$ cat config.mk
export PLATFORM = sky130hd
export DESIGN_NAME = simd_fp_ctrl_status_reg
export DESIGN_NICKNAME = d
export VERILOG_FILES = /design/src/simd_fp_pkg.sv /design/src/operand_zeroer.sv /design/src/exc_resolver.sv /design/src/simd_fp_ctrl_status_reg.sv
export VERILOG_INCLUDE_DIRS = /design/src
export SDC_FILE = /design/constraint.sdc
export NUM_CORES = 1
export LEC_CHECK = 0
export BUFFER_PORTS_ARGS = -buffer_cell sky130_fd_sc_hd__buf_2
export CORE_AREA = 2 2 178 180
export CTS_BUF_LIST = sky130_fd_sc_hd__clkbuf_4 sky130_fd_sc_hd__clkbuf_8
export DETAILED_ROUTE_END_ITERATION = 12
export DIE_AREA = 0 0 180 182
export PLACE_DENSITY_LB_ADDON = 0.05
export SLEW_MARGIN = 0
export SYNTH_ARGS = -nofsm -noshare
export SYNTH_HDL_FRONTEND = slang
export SYNTH_SLANG_ARGS = --single-unit
$ cat constraint.sdc
create_clock -name clk -period 1.8 [get_ports clk]
set_clock_uncertainty 0.2 [all_clocks]
set_input_delay 0.18 -clock clk [delete_from_list [all_inputs] [get_ports clk]]
set_output_delay 0.18 -clock clk [all_outputs]
set_load 0.02 [all_outputs]
$ cat src/simd_fp_cfg.svh
// Purpose: Bit positions, reset values and widths of the SIMD floating-point control word.
// Assumes: Single-precision operands, 32-bit control word.
// Notes:   Definitions only; included by bare name.
`ifndef SIMD_FP_CFG_SVH
`define SIMD_FP_CFG_SVH

`define CSR_W        32
`define FLAG_LSB     0
`define FLAG_MSB     5
`define ZAI_BIT      6
`define MASK_LSB     7
`define MASK_MSB     12
`define ROUND_LSB    13
`define ROUND_MSB    14
`define FLUSH_BIT    15
`define RSV_LSB      16
`define RSV_MSB      31
`define EXC_N        6
`define IDX_INV      0
`define IDX_DEN      1
`define IDX_UND      4
`define IDX_PRE      5
`define CSR_RESET    32'h0000_1f80
`define WMASK_FULL   32'h0000_ffff
`define WMASK_NO_ZAI 32'h0000_ffbf
`define WMASK_NONE   32'h0000_0000
`define FP_W         32
`define FP_SIGN      31
`define FP_EXP_MSB   30
`define FP_EXP_LSB   23
`define FP_FRAC_MSB  22

`endif

$ cat src/simd_fp_pkg.sv
// Purpose: Types shared by the SIMD floating-point control word and its helpers.
// Assumes: Encodings follow declaration order.
// Notes:   Numbers live in simd_fp_cfg.svh.
`include "simd_fp_cfg.svh"
package simd_fp_pkg;

  // Rounding selection in field order: nearest even, down, up, toward zero.
  typedef enum logic [1:0] {round_nearest, round_down, round_up, round_zero} round_type;

  // Which instruction writes the control word.
  typedef enum logic {wr_load, wr_restore} wr_kind_type;

  // Which instruction reads the control word.
  typedef enum logic {rd_store, rd_save} rd_kind_type;

  // Whole state of the control word block except the registered operands.
  typedef struct packed {
    logic [`CSR_W-1:0] csr;
    logic              wr_done;
    logic              wr_fault;
    logic              rd_done;
    logic [`CSR_W-1:0] rd_data;
    logic [`CSR_W-1:0] rd_wmask;
    logic              raise;
    logic              res_valid;
    logic [`FP_W-1:0]  res_data;
  } csr_state_type;

endpackage

$ cat src/operand_zeroer.sv
// Purpose: Replaces denormal source operands by a zero of the same sign.
// Assumes: Lanes are packed single-precision values.
// Notes:   Purely combinational; the caller registers the result.
`timescale 1ns/10ps
`include "simd_fp_cfg.svh"
module operand_zeroer #(
  parameter int LANES = 4 // Operand lanes.
) (
  input  wire logic [LANES*`FP_W-1:0] op_in,  // Raw operands.
  input  wire logic                   enable, // Zero abnormal inputs.
  output logic      [LANES*`FP_W-1:0] op_out  // Filtered operands.
);

  // One filter per lane; a denormal has a zero exponent and a non-zero fraction.
  for (genvar i = 0; i < LANES; i++) begin : g_lane
    logic [`FP_W-1:0] v;
    logic             denorm;
    assign v      = op_in[i*`FP_W +: `FP_W];
    assign denorm = (v[`FP_EXP_MSB:`FP_EXP_LSB] == '0) && (v[`FP_FRAC_MSB:0] != '0);
    assign op_out[i*`FP_W +: `FP_W] = (enable && denorm) ?
                                      {v[`FP_SIGN], {(`FP_W-1){1'b0}}} : v; // [RULE15]
  end

endmodule

$ cat src/exc_resolver.sv
// Purpose: Turns detected exception conditions into flag sets and a raise decision.
// Assumes: Detections come from one instruction at a time.
// Notes:   Combinational.
`timescale 1ns/10ps
`include "simd_fp_cfg.svh"
module exc_resolver (
  input  wire logic              ex_valid, // Instruction reports conditions.
  input  wire logic [`EXC_N-1:0] detect,   // Detected conditions.
  input  wire logic [`EXC_N-1:0] masks,    // Mask bits, set suppresses.
  input  wire logic              zero_inputs, // Zero abnormal inputs mode.
  input  wire logic              flush_en,    // Flush underflow mode.
  output logic      [`EXC_N-1:0] set_flags, // Flags to set.
  output logic                   raise,     // Unmasked exception found.
  output logic                   flush      // Underflow result goes to zero.
);

  logic [`EXC_N-1:0] det;

  // Abnormal input never counts while operands are zeroed; flush only when masked.
  always_comb begin
    det = detect;
    if (zero_inputs) begin
      det[`IDX_DEN] = 1'b0; // [RULE16]
    end
    flush = ex_valid && flush_en && masks[`IDX_UND] && det[`IDX_UND]; // [RULE11] [RULE13]
    if (flush) begin
      det[`IDX_PRE] = 1'b1; // [RULE12]
    end
    set_flags = ex_valid ? det : '0;
    raise     = ex_valid && ((det & ~masks) != '0); // [RULE5] [RULE8]
  end

endmodule

$ cat src/simd_fp_ctrl_status_reg.sv
// Purpose: Control and status word of the SIMD floating-point unit.
// Assumes: Software access arrives as one-cycle load/store requests from the sequencer.
// Notes:   Answers arrive one cycle after each request; datapath sees the held value.
`timescale 1ns/10ps
`include "simd_fp_cfg.svh"

// Functional notes
// RULE1 - Bits 16-31 reserved, zero after reset.
// RULE2 - Non-zero reserved write raises protection fault.
// RULE3 - Flags 0-5 sticky until software writes zero.
// RULE4 - Flag and mask bit order fixed.
// RULE5 - Set mask suppresses its exception.
// RULE6 - All masks set after reset.
// RULE7 - Write unmasking a set flag raises nothing.
// RULE8 - Raise only on later detected condition.
// RULE9 - Bits 13-14 drive rounding to datapath.
// RULE10 - Rounding encoding: nearest, down, up, zero.
// RULE11 - Masked underflow with flush gives signed zero.
// RULE12 - Flushed underflow sets precision and underflow.
// RULE13 - Flush ignored while underflow unmasked.
// RULE14 - Flush mode cleared at reset.
// RULE15 - Abnormal-input mode zeroes denormal operands.
// RULE16 - Abnormal-input mode never flags abnormal input.
// RULE17 - Abnormal-input mode cleared at reset.
// RULE18 - Without the feature, setting bit 6 faults.
// RULE19 - Full save reports writable bits mask.
// RULE20 - Load/restore write, store/save read.
// RULE21 - One shared instance for all instruction generations.
module simd_fp_ctrl_status_reg #(
  parameter bit ZAI_SUPPORTED = 1'b1, // Zero abnormal inputs feature present.
  parameter int LANES         = 4     // Operand lanes filtered per cycle.
) (
  input  wire logic                      clk,           // 250 MHz clock.
  input  wire logic                      reset,         // Synchronous, active high.
  input  wire logic                      wr_valid,      // Load or restore request.
  input  wire simd_fp_pkg::wr_kind_type  wr_kind,       // Which instruction writes.
  input  wire logic [`CSR_W-1:0]         wr_data,       // Word from memory.
  output logic                           wr_done,       // Write finished, pulse.
  output logic                           wr_fault,      // Protection fault, pulse.
  input  wire logic                      rd_valid,      // Store or save request.
  input  wire simd_fp_pkg::rd_kind_type  rd_kind,       // Which instruction reads.
  output logic                           rd_done,       // Read data valid, pulse.
  output logic [`CSR_W-1:0]              rd_data,       // Word to memory.
  output logic [`CSR_W-1:0]              rd_wmask,      // Writable bits, save only.
  output simd_fp_pkg::round_type         rounding_mode, // Rounding for datapath.
  output logic                           zero_abnormal_inputs, // Zero abnormal inputs active.
  output logic                           flush_mode,    // Flush underflow mode bit.
  output logic [`EXC_N-1:0]              exc_masks,     // Current mask bits.
  output logic [`EXC_N-1:0]              exc_flags,     // Current sticky flags.
  input  wire logic                      ex_valid,      // Instruction reports conditions.
  input  wire logic [`EXC_N-1:0]         ex_detect,     // Detected conditions.
  output logic                           exc_raise,     // Unmasked exception, pulse.
  input  wire logic [LANES*`FP_W-1:0]    op_in,         // Raw source operands.
  output logic [LANES*`FP_W-1:0]         op_out,        // Filtered operands, registered.
  input  wire logic                      res_valid_in,  // Result offered.
  input  wire logic [`FP_W-1:0]          res_in,        // Rounded true result.
  output logic                           res_valid,     // Result valid, pulse.
  output logic [`FP_W-1:0]               res_out        // Final result.
);

  // Every type of the block comes from the shared package.
  import simd_fp_pkg::*;

  ////////////////////////////////////////////////////////////////////////////
  // Parameter checks.

  // The lane count must be usable.
  if (LANES < 1) begin : g_bad_lanes
    $error("LANES must be at least one.");
  end

  // The reserved field must end at the top of the word, or bits would go unchecked.
  if (`CSR_W != `RSV_MSB + 1) begin : g_bad_width
    $error("Control word width does not match the reserved field.");
  end

  // One flag and one mask per exception, or the resolver would misalign them.
  if ((`EXC_N != `FLAG_MSB - `FLAG_LSB + 1) || (`EXC_N != `MASK_MSB - `MASK_LSB + 1)) begin : g_bad_exc
    $error("Exception count does not match the flag and mask fields.");
  end

  // The operand filter assumes the sign sits in the top bit of each lane.
  if (`FP_W != `FP_SIGN + 1) begin : g_bad_fp
    $error("Operand width does not match the sign position.");
  end

  ////////////////////////////////////////////////////////////////////////////
  // State and helpers.

  csr_state_type             st_r;
  csr_state_type             st_nxt;
  logic [LANES*`FP_W-1:0]    op_r;
  logic [LANES*`FP_W-1:0]    op_zeroed;
  logic [`EXC_N-1:0]         set_flags;
  logic                      raise;
  logic                      flush;
  logic                      bad_write;
  logic [`CSR_W-1:0]         wmask;

  // Writable bits depend on whether the abnormal-input mode exists.
  assign wmask = ZAI_SUPPORTED ? `WMASK_FULL : `WMASK_NO_ZAI; // [RULE19]

  // A write faults on any bit outside the writable set.
  assign bad_write = (wr_data[`RSV_MSB:`RSV_LSB] != '0) || // [RULE2]
                     ((wr_data & ~wmask) != '0);           // [RULE18]

  ////////////////////////////////////////////////////////////////////////////
  // Datapath helpers.

  // Denormal operands are zeroed while the mode is on.
  operand_zeroer #(
    .LANES (LANES)
  ) u_zeroer (
    .op_in  (op_in),
    .enable (st_r.csr[`ZAI_BIT]),
    .op_out (op_zeroed)
  );

  // Detected conditions become flag sets and a raise decision.
  exc_resolver u_resolver (
    .ex_valid  (ex_valid),
    .detect    (ex_detect),
    .masks     (st_r.csr[`MASK_MSB:`MASK_LSB]),
    .zero_inputs (st_r.csr[`ZAI_BIT]),
    .flush_en    (st_r.csr[`FLUSH_BIT]),
    .set_flags (set_flags),
    .raise     (raise),
    .flush     (flush)
  );

  ////////////////////////////////////////////////////////////////////////////
  // Next state.

  // Writes replace the word; detections set flags; a set wins over a cleared bit.
  always_comb begin
    st_nxt          = st_r;
    st_nxt.wr_done  = 1'b0;
    st_nxt.wr_fault = 1'b0;
    st_nxt.rd_done  = 1'b0;
    st_nxt.res_valid = res_valid_in;
    st_nxt.raise    = raise; // [RULE7] [RULE8]
    if (wr_valid) begin
      st_nxt.wr_done  = 1'b1;
      st_nxt.wr_fault = bad_write; // [RULE2] [RULE18]
      if (!bad_write) begin
        st_nxt.csr = wr_data & wmask; // [RULE20] [RULE1]
      end
    end
    st_nxt.csr[`FLAG_MSB:`FLAG_LSB] = st_nxt.csr[`FLAG_MSB:`FLAG_LSB] | set_flags; // [RULE3]
    if (rd_valid) begin
      st_nxt.rd_done  = 1'b1;
      st_nxt.rd_data  = st_r.csr; // [RULE20]
      st_nxt.rd_wmask = (rd_kind == rd_save) ? wmask : `WMASK_NONE; // [RULE19]
    end
    if (res_valid_in) begin
      st_nxt.res_data = flush ? {res_in[`FP_SIGN], {(`FP_W-1){1'b0}}} : res_in; // [RULE11]
    end
  end

  // One register holds all state but the operands, shared by every instruction generation.
  always_ff @(posedge clk) begin // [RULE21]
    if (reset) begin
      st_r          <= '0;
      st_r.csr      <= `CSR_RESET; // [RULE6] [RULE14] [RULE17] [RULE1]
      st_r.rd_wmask <= `WMASK_NONE;
    end else begin
      st_r <= st_nxt;
    end
  end

  // Filtered operands are registered toward the datapath.
  always_ff @(posedge clk) begin
    if (reset) begin
      op_r <= '0;
    end else begin
      op_r <= op_zeroed; // [RULE15]
    end
  end

  ////////////////////////////////////////////////////////////////////////////
  // Outputs.

  // Fields of the word go straight to the datapath from the register.
  assign rounding_mode        = round_type'(st_r.csr[`ROUND_MSB:`ROUND_LSB]); // [RULE9] [RULE10]
  assign zero_abnormal_inputs = st_r.csr[`ZAI_BIT];
  assign flush_mode           = st_r.csr[`FLUSH_BIT];
  assign exc_masks     = st_r.csr[`MASK_MSB:`MASK_LSB]; // [RULE4]
  assign exc_flags     = st_r.csr[`FLAG_MSB:`FLAG_LSB]; // [RULE4]
  assign wr_done       = st_r.wr_done;
  assign wr_fault      = st_r.wr_fault;
  assign rd_done       = st_r.rd_done;
  assign rd_data       = st_r.rd_data;
  assign rd_wmask      = st_r.rd_wmask;
  assign exc_raise     = st_r.raise;
  assign res_valid     = st_r.res_valid;
  assign res_out       = st_r.res_data;
  assign op_out        = op_r;

  ////////////////////////////////////////////////////////////////////////////
  // Checks.

  a_reserved_zero: assert property (@(posedge clk) disable iff (reset) // [RULE1]
    st_r.csr[`RSV_MSB:`RSV_LSB] == '0)
    else $error("Reserved bits not zero.");

  a_fault_on_reserved: assert property (@(posedge clk) disable iff (reset) // [RULE2]
    wr_valid && (wr_data[`RSV_MSB:`RSV_LSB] != '0) |=> wr_fault && $stable(st_r.csr[`CSR_W-1:`ZAI_BIT]))
    else $error("Reserved write did not fault.");

  a_flags_sticky: assert property (@(posedge clk) disable iff (reset) // [RULE3]
    !wr_valid |=> ((exc_flags & $past(exc_flags)) == $past(exc_flags)))
    else $error("Sticky flag lost without a write.");

  a_set_beats_clear: assert property (@(posedge clk) disable iff (reset) // [RULE3]
    wr_valid && ex_valid && ex_detect[`IDX_INV] |=> exc_flags[`IDX_INV])
    else $error("Detected flag lost on clearing write.");

  a_reset_masks: assert property (@(posedge clk) // [RULE6]
    $past(reset) |-> exc_masks == '1 && !flush_mode && !zero_abnormal_inputs)
    else $error("Reset value of control word wrong.");

  a_no_raise_on_write: assert property (@(posedge clk) disable iff (reset) // [RULE7]
    !ex_valid |=> !exc_raise)
    else $error("Exception raised without detection.");

  a_masked_silent: assert property (@(posedge clk) disable iff (reset) // [RULE5]
    ex_valid && ((ex_detect & ~exc_masks) == '0) && (exc_masks[`IDX_PRE] || !flush_mode)
    |=> !exc_raise)
    else $error("Masked exception raised.");

  a_flush_zero: assert property (@(posedge clk) disable iff (reset) // [RULE11]
    res_valid_in && ex_valid && flush_mode && exc_masks[`IDX_UND] && ex_detect[`IDX_UND]
    |=> res_out == {$past(res_in[`FP_SIGN]), {(`FP_W-1){1'b0}}} && exc_flags[`IDX_PRE])
    else $error("Flushed underflow result or flags wrong.");

  a_zero_no_flag: assert property (@(posedge clk) disable iff (reset) // [RULE16]
    ex_valid && zero_abnormal_inputs && !wr_valid && !exc_flags[`IDX_DEN] && !flush_mode &&
    ((ex_detect & ~exc_masks & ~(`EXC_N'(1) << `IDX_DEN)) == '0)
    |=> !exc_flags[`IDX_DEN] && !exc_raise)
    else $error("Abnormal input flagged while zeroing.");

  a_save_wmask: assert property (@(posedge clk) disable iff (reset) // [RULE19]
    rd_valid && rd_kind == rd_save |=> rd_done ##0 rd_wmask == wmask)
    else $error("Save did not report writable mask.");

  // A plain store carries no mask, so software cannot mistake it for a save.
  a_store_no_mask: assert property (@(posedge clk) disable iff (reset) // [RULE19]
    rd_valid && rd_kind == rd_store |=> rd_wmask == `WMASK_NONE)
    else $error("Store reported a writable mask.");

  // A read answers with the word as it stood in the request cycle.
  a_read_answer: assert property (@(posedge clk) disable iff (reset) // [RULE20]
    rd_valid |=> rd_done && rd_data == $past(st_r.csr))
    else $error("Read answer wrong.");

  // An accepted write lands whole when no detection competes with it.
  a_write_lands: assert property (@(posedge clk) disable iff (reset) // [RULE20]
    wr_valid && !bad_write && !ex_valid |=> !wr_fault && st_r.csr == $past(wr_data & wmask))
    else $error("Accepted write did not land.");

  // A write with an unwritable bit is refused and changes nothing.
  a_refused_kept: assert property (@(posedge clk) disable iff (reset) // [RULE18]
    wr_valid && ((wr_data & ~wmask) != '0) && !ex_valid |=> wr_fault && $stable(st_r.csr))
    else $error("Refused write changed the word.");

  // Without the zeroing feature the mode bit can never become set.
  a_no_zero_bit: assert property (@(posedge clk) disable iff (reset) // [RULE18]
    ZAI_SUPPORTED || !zero_abnormal_inputs)
    else $error("Zeroing mode set on a part without it.");

  // Answer pulses stay low when nothing was asked.
  a_pulse_quiet: assert property (@(posedge clk) disable iff (reset) // [RULE20]
    !wr_valid && !rd_valid |=> !wr_done && !wr_fault && !rd_done)
    else $error("Answer pulse without a request.");

  // The whole word takes its reset value after any reset.
  a_reset_word: assert property (@(posedge clk) // [RULE1]
    $past(reset) |-> st_r.csr == `CSR_RESET)
    else $error("Control word not at reset value.");

  // With zeroing off, a detection that is not masked raises one cycle later.
  a_unmasked_raise: assert property (@(posedge clk) disable iff (reset) // [RULE8]
    ex_valid && !zero_abnormal_inputs && ((ex_detect & ~exc_masks) != '0) |=> exc_raise)
    else $error("Unmasked exception not raised.");

  // A flushed underflow records both underflow and precision.
  a_flush_flags: assert property (@(posedge clk) disable iff (reset) // [RULE12]
    ex_valid && flush_mode && exc_masks[`IDX_UND] && ex_detect[`IDX_UND]
    |=> exc_flags[`IDX_UND] && exc_flags[`IDX_PRE])
    else $error("Flushed underflow flags missing.");

  // With underflow unmasked the result passes untouched, whatever the flush bit.
  a_flush_ignored: assert property (@(posedge clk) disable iff (reset) // [RULE13]
    res_valid_in && !exc_masks[`IDX_UND] |=> res_out == $past(res_in))
    else $error("Result flushed while underflow unmasked.");

  // A denormal in lane zero leaves as a signed zero while zeroing is on.
  a_zero_operand: assert property (@(posedge clk) disable iff (reset) // [RULE15]
    zero_abnormal_inputs && (op_in[`FP_EXP_MSB:`FP_EXP_LSB] == '0)
    |=> op_out[`FP_SIGN-1:0] == '0 && op_out[`FP_SIGN] == $past(op_in[`FP_SIGN]))
    else $error("Denormal operand not zeroed.");

  // Operands pass untouched while zeroing is off.
  a_keep_operand: assert property (@(posedge clk) disable iff (reset) // [RULE15]
    !zero_abnormal_inputs |=> op_out == $past(op_in))
    else $error("Operand altered with zeroing off.");

endmodule

==> flow_metrics.tcl <==
set metrics [dict create \
    die_h_microns 182 \
    worstPathArrival_ps 1940 \
    finalCritPeriodShare_pct 98.9 \
    multi_input_area_sq_um 2630 \
    netSwitchingFraction_pct 28.5 \
    cts_tree "done" \
    via_count 7013 \
    grt_overflow_total 0 \
    p_per_area_nw_per_um2 768 \
    die_w_microns 180 \
    layout_common_cells "buf_2 (416), dlygate4sd3_1 (210), dfxtp_1 (197), nor3b_1 (87), a21oi_1 (40)" \
    p_switching_w 0.00264 \
    coreArea_sq_um 31000 \
    setup_tns_ps 0 \
    wirelength_mm 26.8 \
    power_frac_clock_pct 31.5 \
    layout_commonest_cell "buf_2" \
    power.internal_w 0.00663 \
    drc 0 \
    path_cells "dlygate4sd3_1 -> buf_2 -> inv_2 -> nor2_1 -> buf_4 -> a211o_1 -> dlygate4sd3_1" \
    synth_xor_xnor_area_share_pct 0 \
    peakVddDrop_uv 398 \
    synth_mux_area_share_pct 2.59 \
    p_leak_nw 5.55 \
    fin_nets 1487 \
    setup_viol 0 \
    grt_pass1_vias 7263 \
    synth_compound_area_share_pct 6.43 \
    hpwl_mm 19.3 \
    synth-simple-area-share_pct 25.3 \
    maxCapViolations 0 \
    syn-mean-instance-area_sq_um 10.5 \
    post_drt_wl_per_cell_microns 15.8 \
    cp-start-kind "primary input" \
    critPathSlowestCell "dlygate4sd3_1" \
    seqPwrFrac_pct 50.4 \
    maxSlewViolCount 0 \
    ys_seq_area_share_pct 56.9 \
    area_delta_synth_final_pct 73.5 \
    initial_core_util_pct 22.5 \
    ys_seq_elements 198 \
    cts_root_buf "clkbuf_8" \
    grt_usage_pct 15.9 \
    slowest_delay_ps 550 \
    via_per_inst 4.14 \
    syn_inst 663 \
    dr.first_iter.drc_count 294 \
    crit_family "buffers and inverters" \
    clock-sinks 198 \
    p_total_w 0.00927 \
    cts_buffer_depth 2 \
    antenna_cells 0 \
    rsz0062_at_grt "yes" \
    htreeDepth 4 \
    antenna_found_initial 0 \
    final_cell_area_sq_um 12100 \
    num_rows 65 \
    hp-class "primary input to register" \
    detail_route.first_pass.iterations 4 \
    critPathCaptureType "register" \
    layout-drive-gt1-share_pct 39.5 \
    period_minus_slack_ps 1780 \
    critPathRequiredTime_ps 1960 \
    place_area_sq_um 9490 \
    clk_pin_slew_ps 110 \
    port_buffers 417 \
    postRouteAntennaNets 0 \
    ys.warnings.count 0 \
    crit_type "primary input to register" \
    synth_top_family_by_area "simple AND/OR/NAND/NOR gates" \
    clock_latency_ps 480 \
    hold_viol_final 0 \
    die-area_sq_um 32800 \
    globalplace.congestion 0.733 \
    crit_buf_inv 5 \
    fill_cells 3140 \
    synthAdderAreaFrac_pct 0 \
    fmax_mhz 562 \
    regArea_sq_um 3970 \
    cp_common_cell "dlygate4sd3_1" \
    ys_types 36 \
    numCtsBuffers 17 \
    grt_first_pass_wirelength_mm 40.7 \
    outcome "completed" \
    syn-cell-area_sq_um 6960 \
    combPwrFrac_pct 18.1 \
    grt_max_degree 44 \
    crit_path_max_fanout 6 \
    ioPinCount 451 \
]
[metal layers]
layer  GRT usage, %  wire length, microns  up-vias
met1           18.9                 11400     3277
met5              0                     0        -
met2           27.5                 13000      262
met3           5.54                  2050       19
met4           3.93                   298        0
li1               -                     -     3455
[power by group through the flow]
stage               registers (W)  logic [W]  clock network, W
floorplan                 0.00506   0.000475                 0
global placement          0.00477    0.00134                 0
detailed placement        0.00477    0.00132                 0
CTS                       0.00467    0.00168           0.00313
global route              0.00470    0.00181           0.00329
finish                    0.00467    0.00168           0.00292
[synthesized netlist by cell type]
master	count	share of area, %
nor4_2	1	0.18
nand3_1	37	2.7
dfxtp_1	198	57
clkbuf_8	1	0.20
a32oi_1	4	0.50
a31oi_1	3	0.27
buf_12	1	0.29
a21boi_0	5	0.54
clkbuf_2	1	0.072
nand4_1	2	0.18
nand2b_1	31	2.8
nor3b_2	6	1.1
buf_1	1	0.054
nand3b_1	1	0.11
nor3_1	9	0.65
a21boi_1	1	0.11
buf_6	1	0.16
nor2b_1	38	3.4
conb_1	1	0.054
nand4b_1	4	0.50
nor2_1	20	1.1
a31oi_2	2	0.36
and4_1	5	0.63
nand2_1	1	0.054
o21ai_0	10	0.72
a211o_1	6	0.75
a41oi_1	1	0.13
mux2i_1	18	2.6
buf_4	47	5.1
o22ai_1	2	0.18
clkbuf_1	32	1.7
nor3b_1	88	9.5
nor4_1	28	2.5
buf_2	11	0.79
inv_1	6	0.32
a21oi_1	40	2.9
[logic make-up after synthesis]
group,count (synthesis)
AND/OR/NAND/NOR,271
flip-flops,198
buffers and inverters,101
AO/OA/AOI/OAI,74
multiplexers,18
other,1
[through the flow]
step	cells	setup slack, ps	utilization (%)	hold slack, ps
floorplan	694	256	-	97.9
global placement	1454	-206	30.6	188
detailed placement	1454	-361	30.6	188
CTS	1696	2.87	38.7	54.3
global route	1696	-14.6	39.0	78.2
finish	1696	19.2	39.0	91.1
[final cells by class]
cell class	count	share of cell area [%]
flip-flops and latches	198	32.8
multi-input cells	395	21.7
clock inverters	12	0.963
inverters	6	0.186
clock buffers	20	2.28
repair buffers	663	37.8
well taps	402	4.16
[worst min-delay path: stages]
cell and delay [ps]:
buf_2 90, nor4_1 50, nand4b_1 150, a31oi_4 80
nor3b_1 170
[path summary, 6_finish.rpt]
path / from / end / slack (ps) / depth (start not counted)
worst min-delay path: op_in[93] / op_out[80] / 90 / 5
worst max register to register: zero_abnormal_inputs / op_out[67] / 170 / 5
worst max-delay path: wr_valid / exc_masks[3] / 20 / 7
worst min register to register: res_out[8] / res_out[8] / 270 / 2
[what timing repair did]
| action | in CTS | in global routing |
|---|---|---|
| hold endpoints to repair | 190 | 0 |
| setup buffers | 0 | 0 |
| setup endpoints to repair | 20 | 49 |
| gates resized for setup | 1 | 17 |
| hold buffers | 210 | 0 |
| pin swaps | 0 | 2 |
[flip-flops by register name, summed over array words and instances, names as in the netlist, 2 cells and up]
signal / flops
rounding_mode: 2
res_out: 32
rd_data: 16
op_out: 128
exc_masks: 6
exc_flags: 6
No activity file was read; power rests on OpenSTA's default activity.
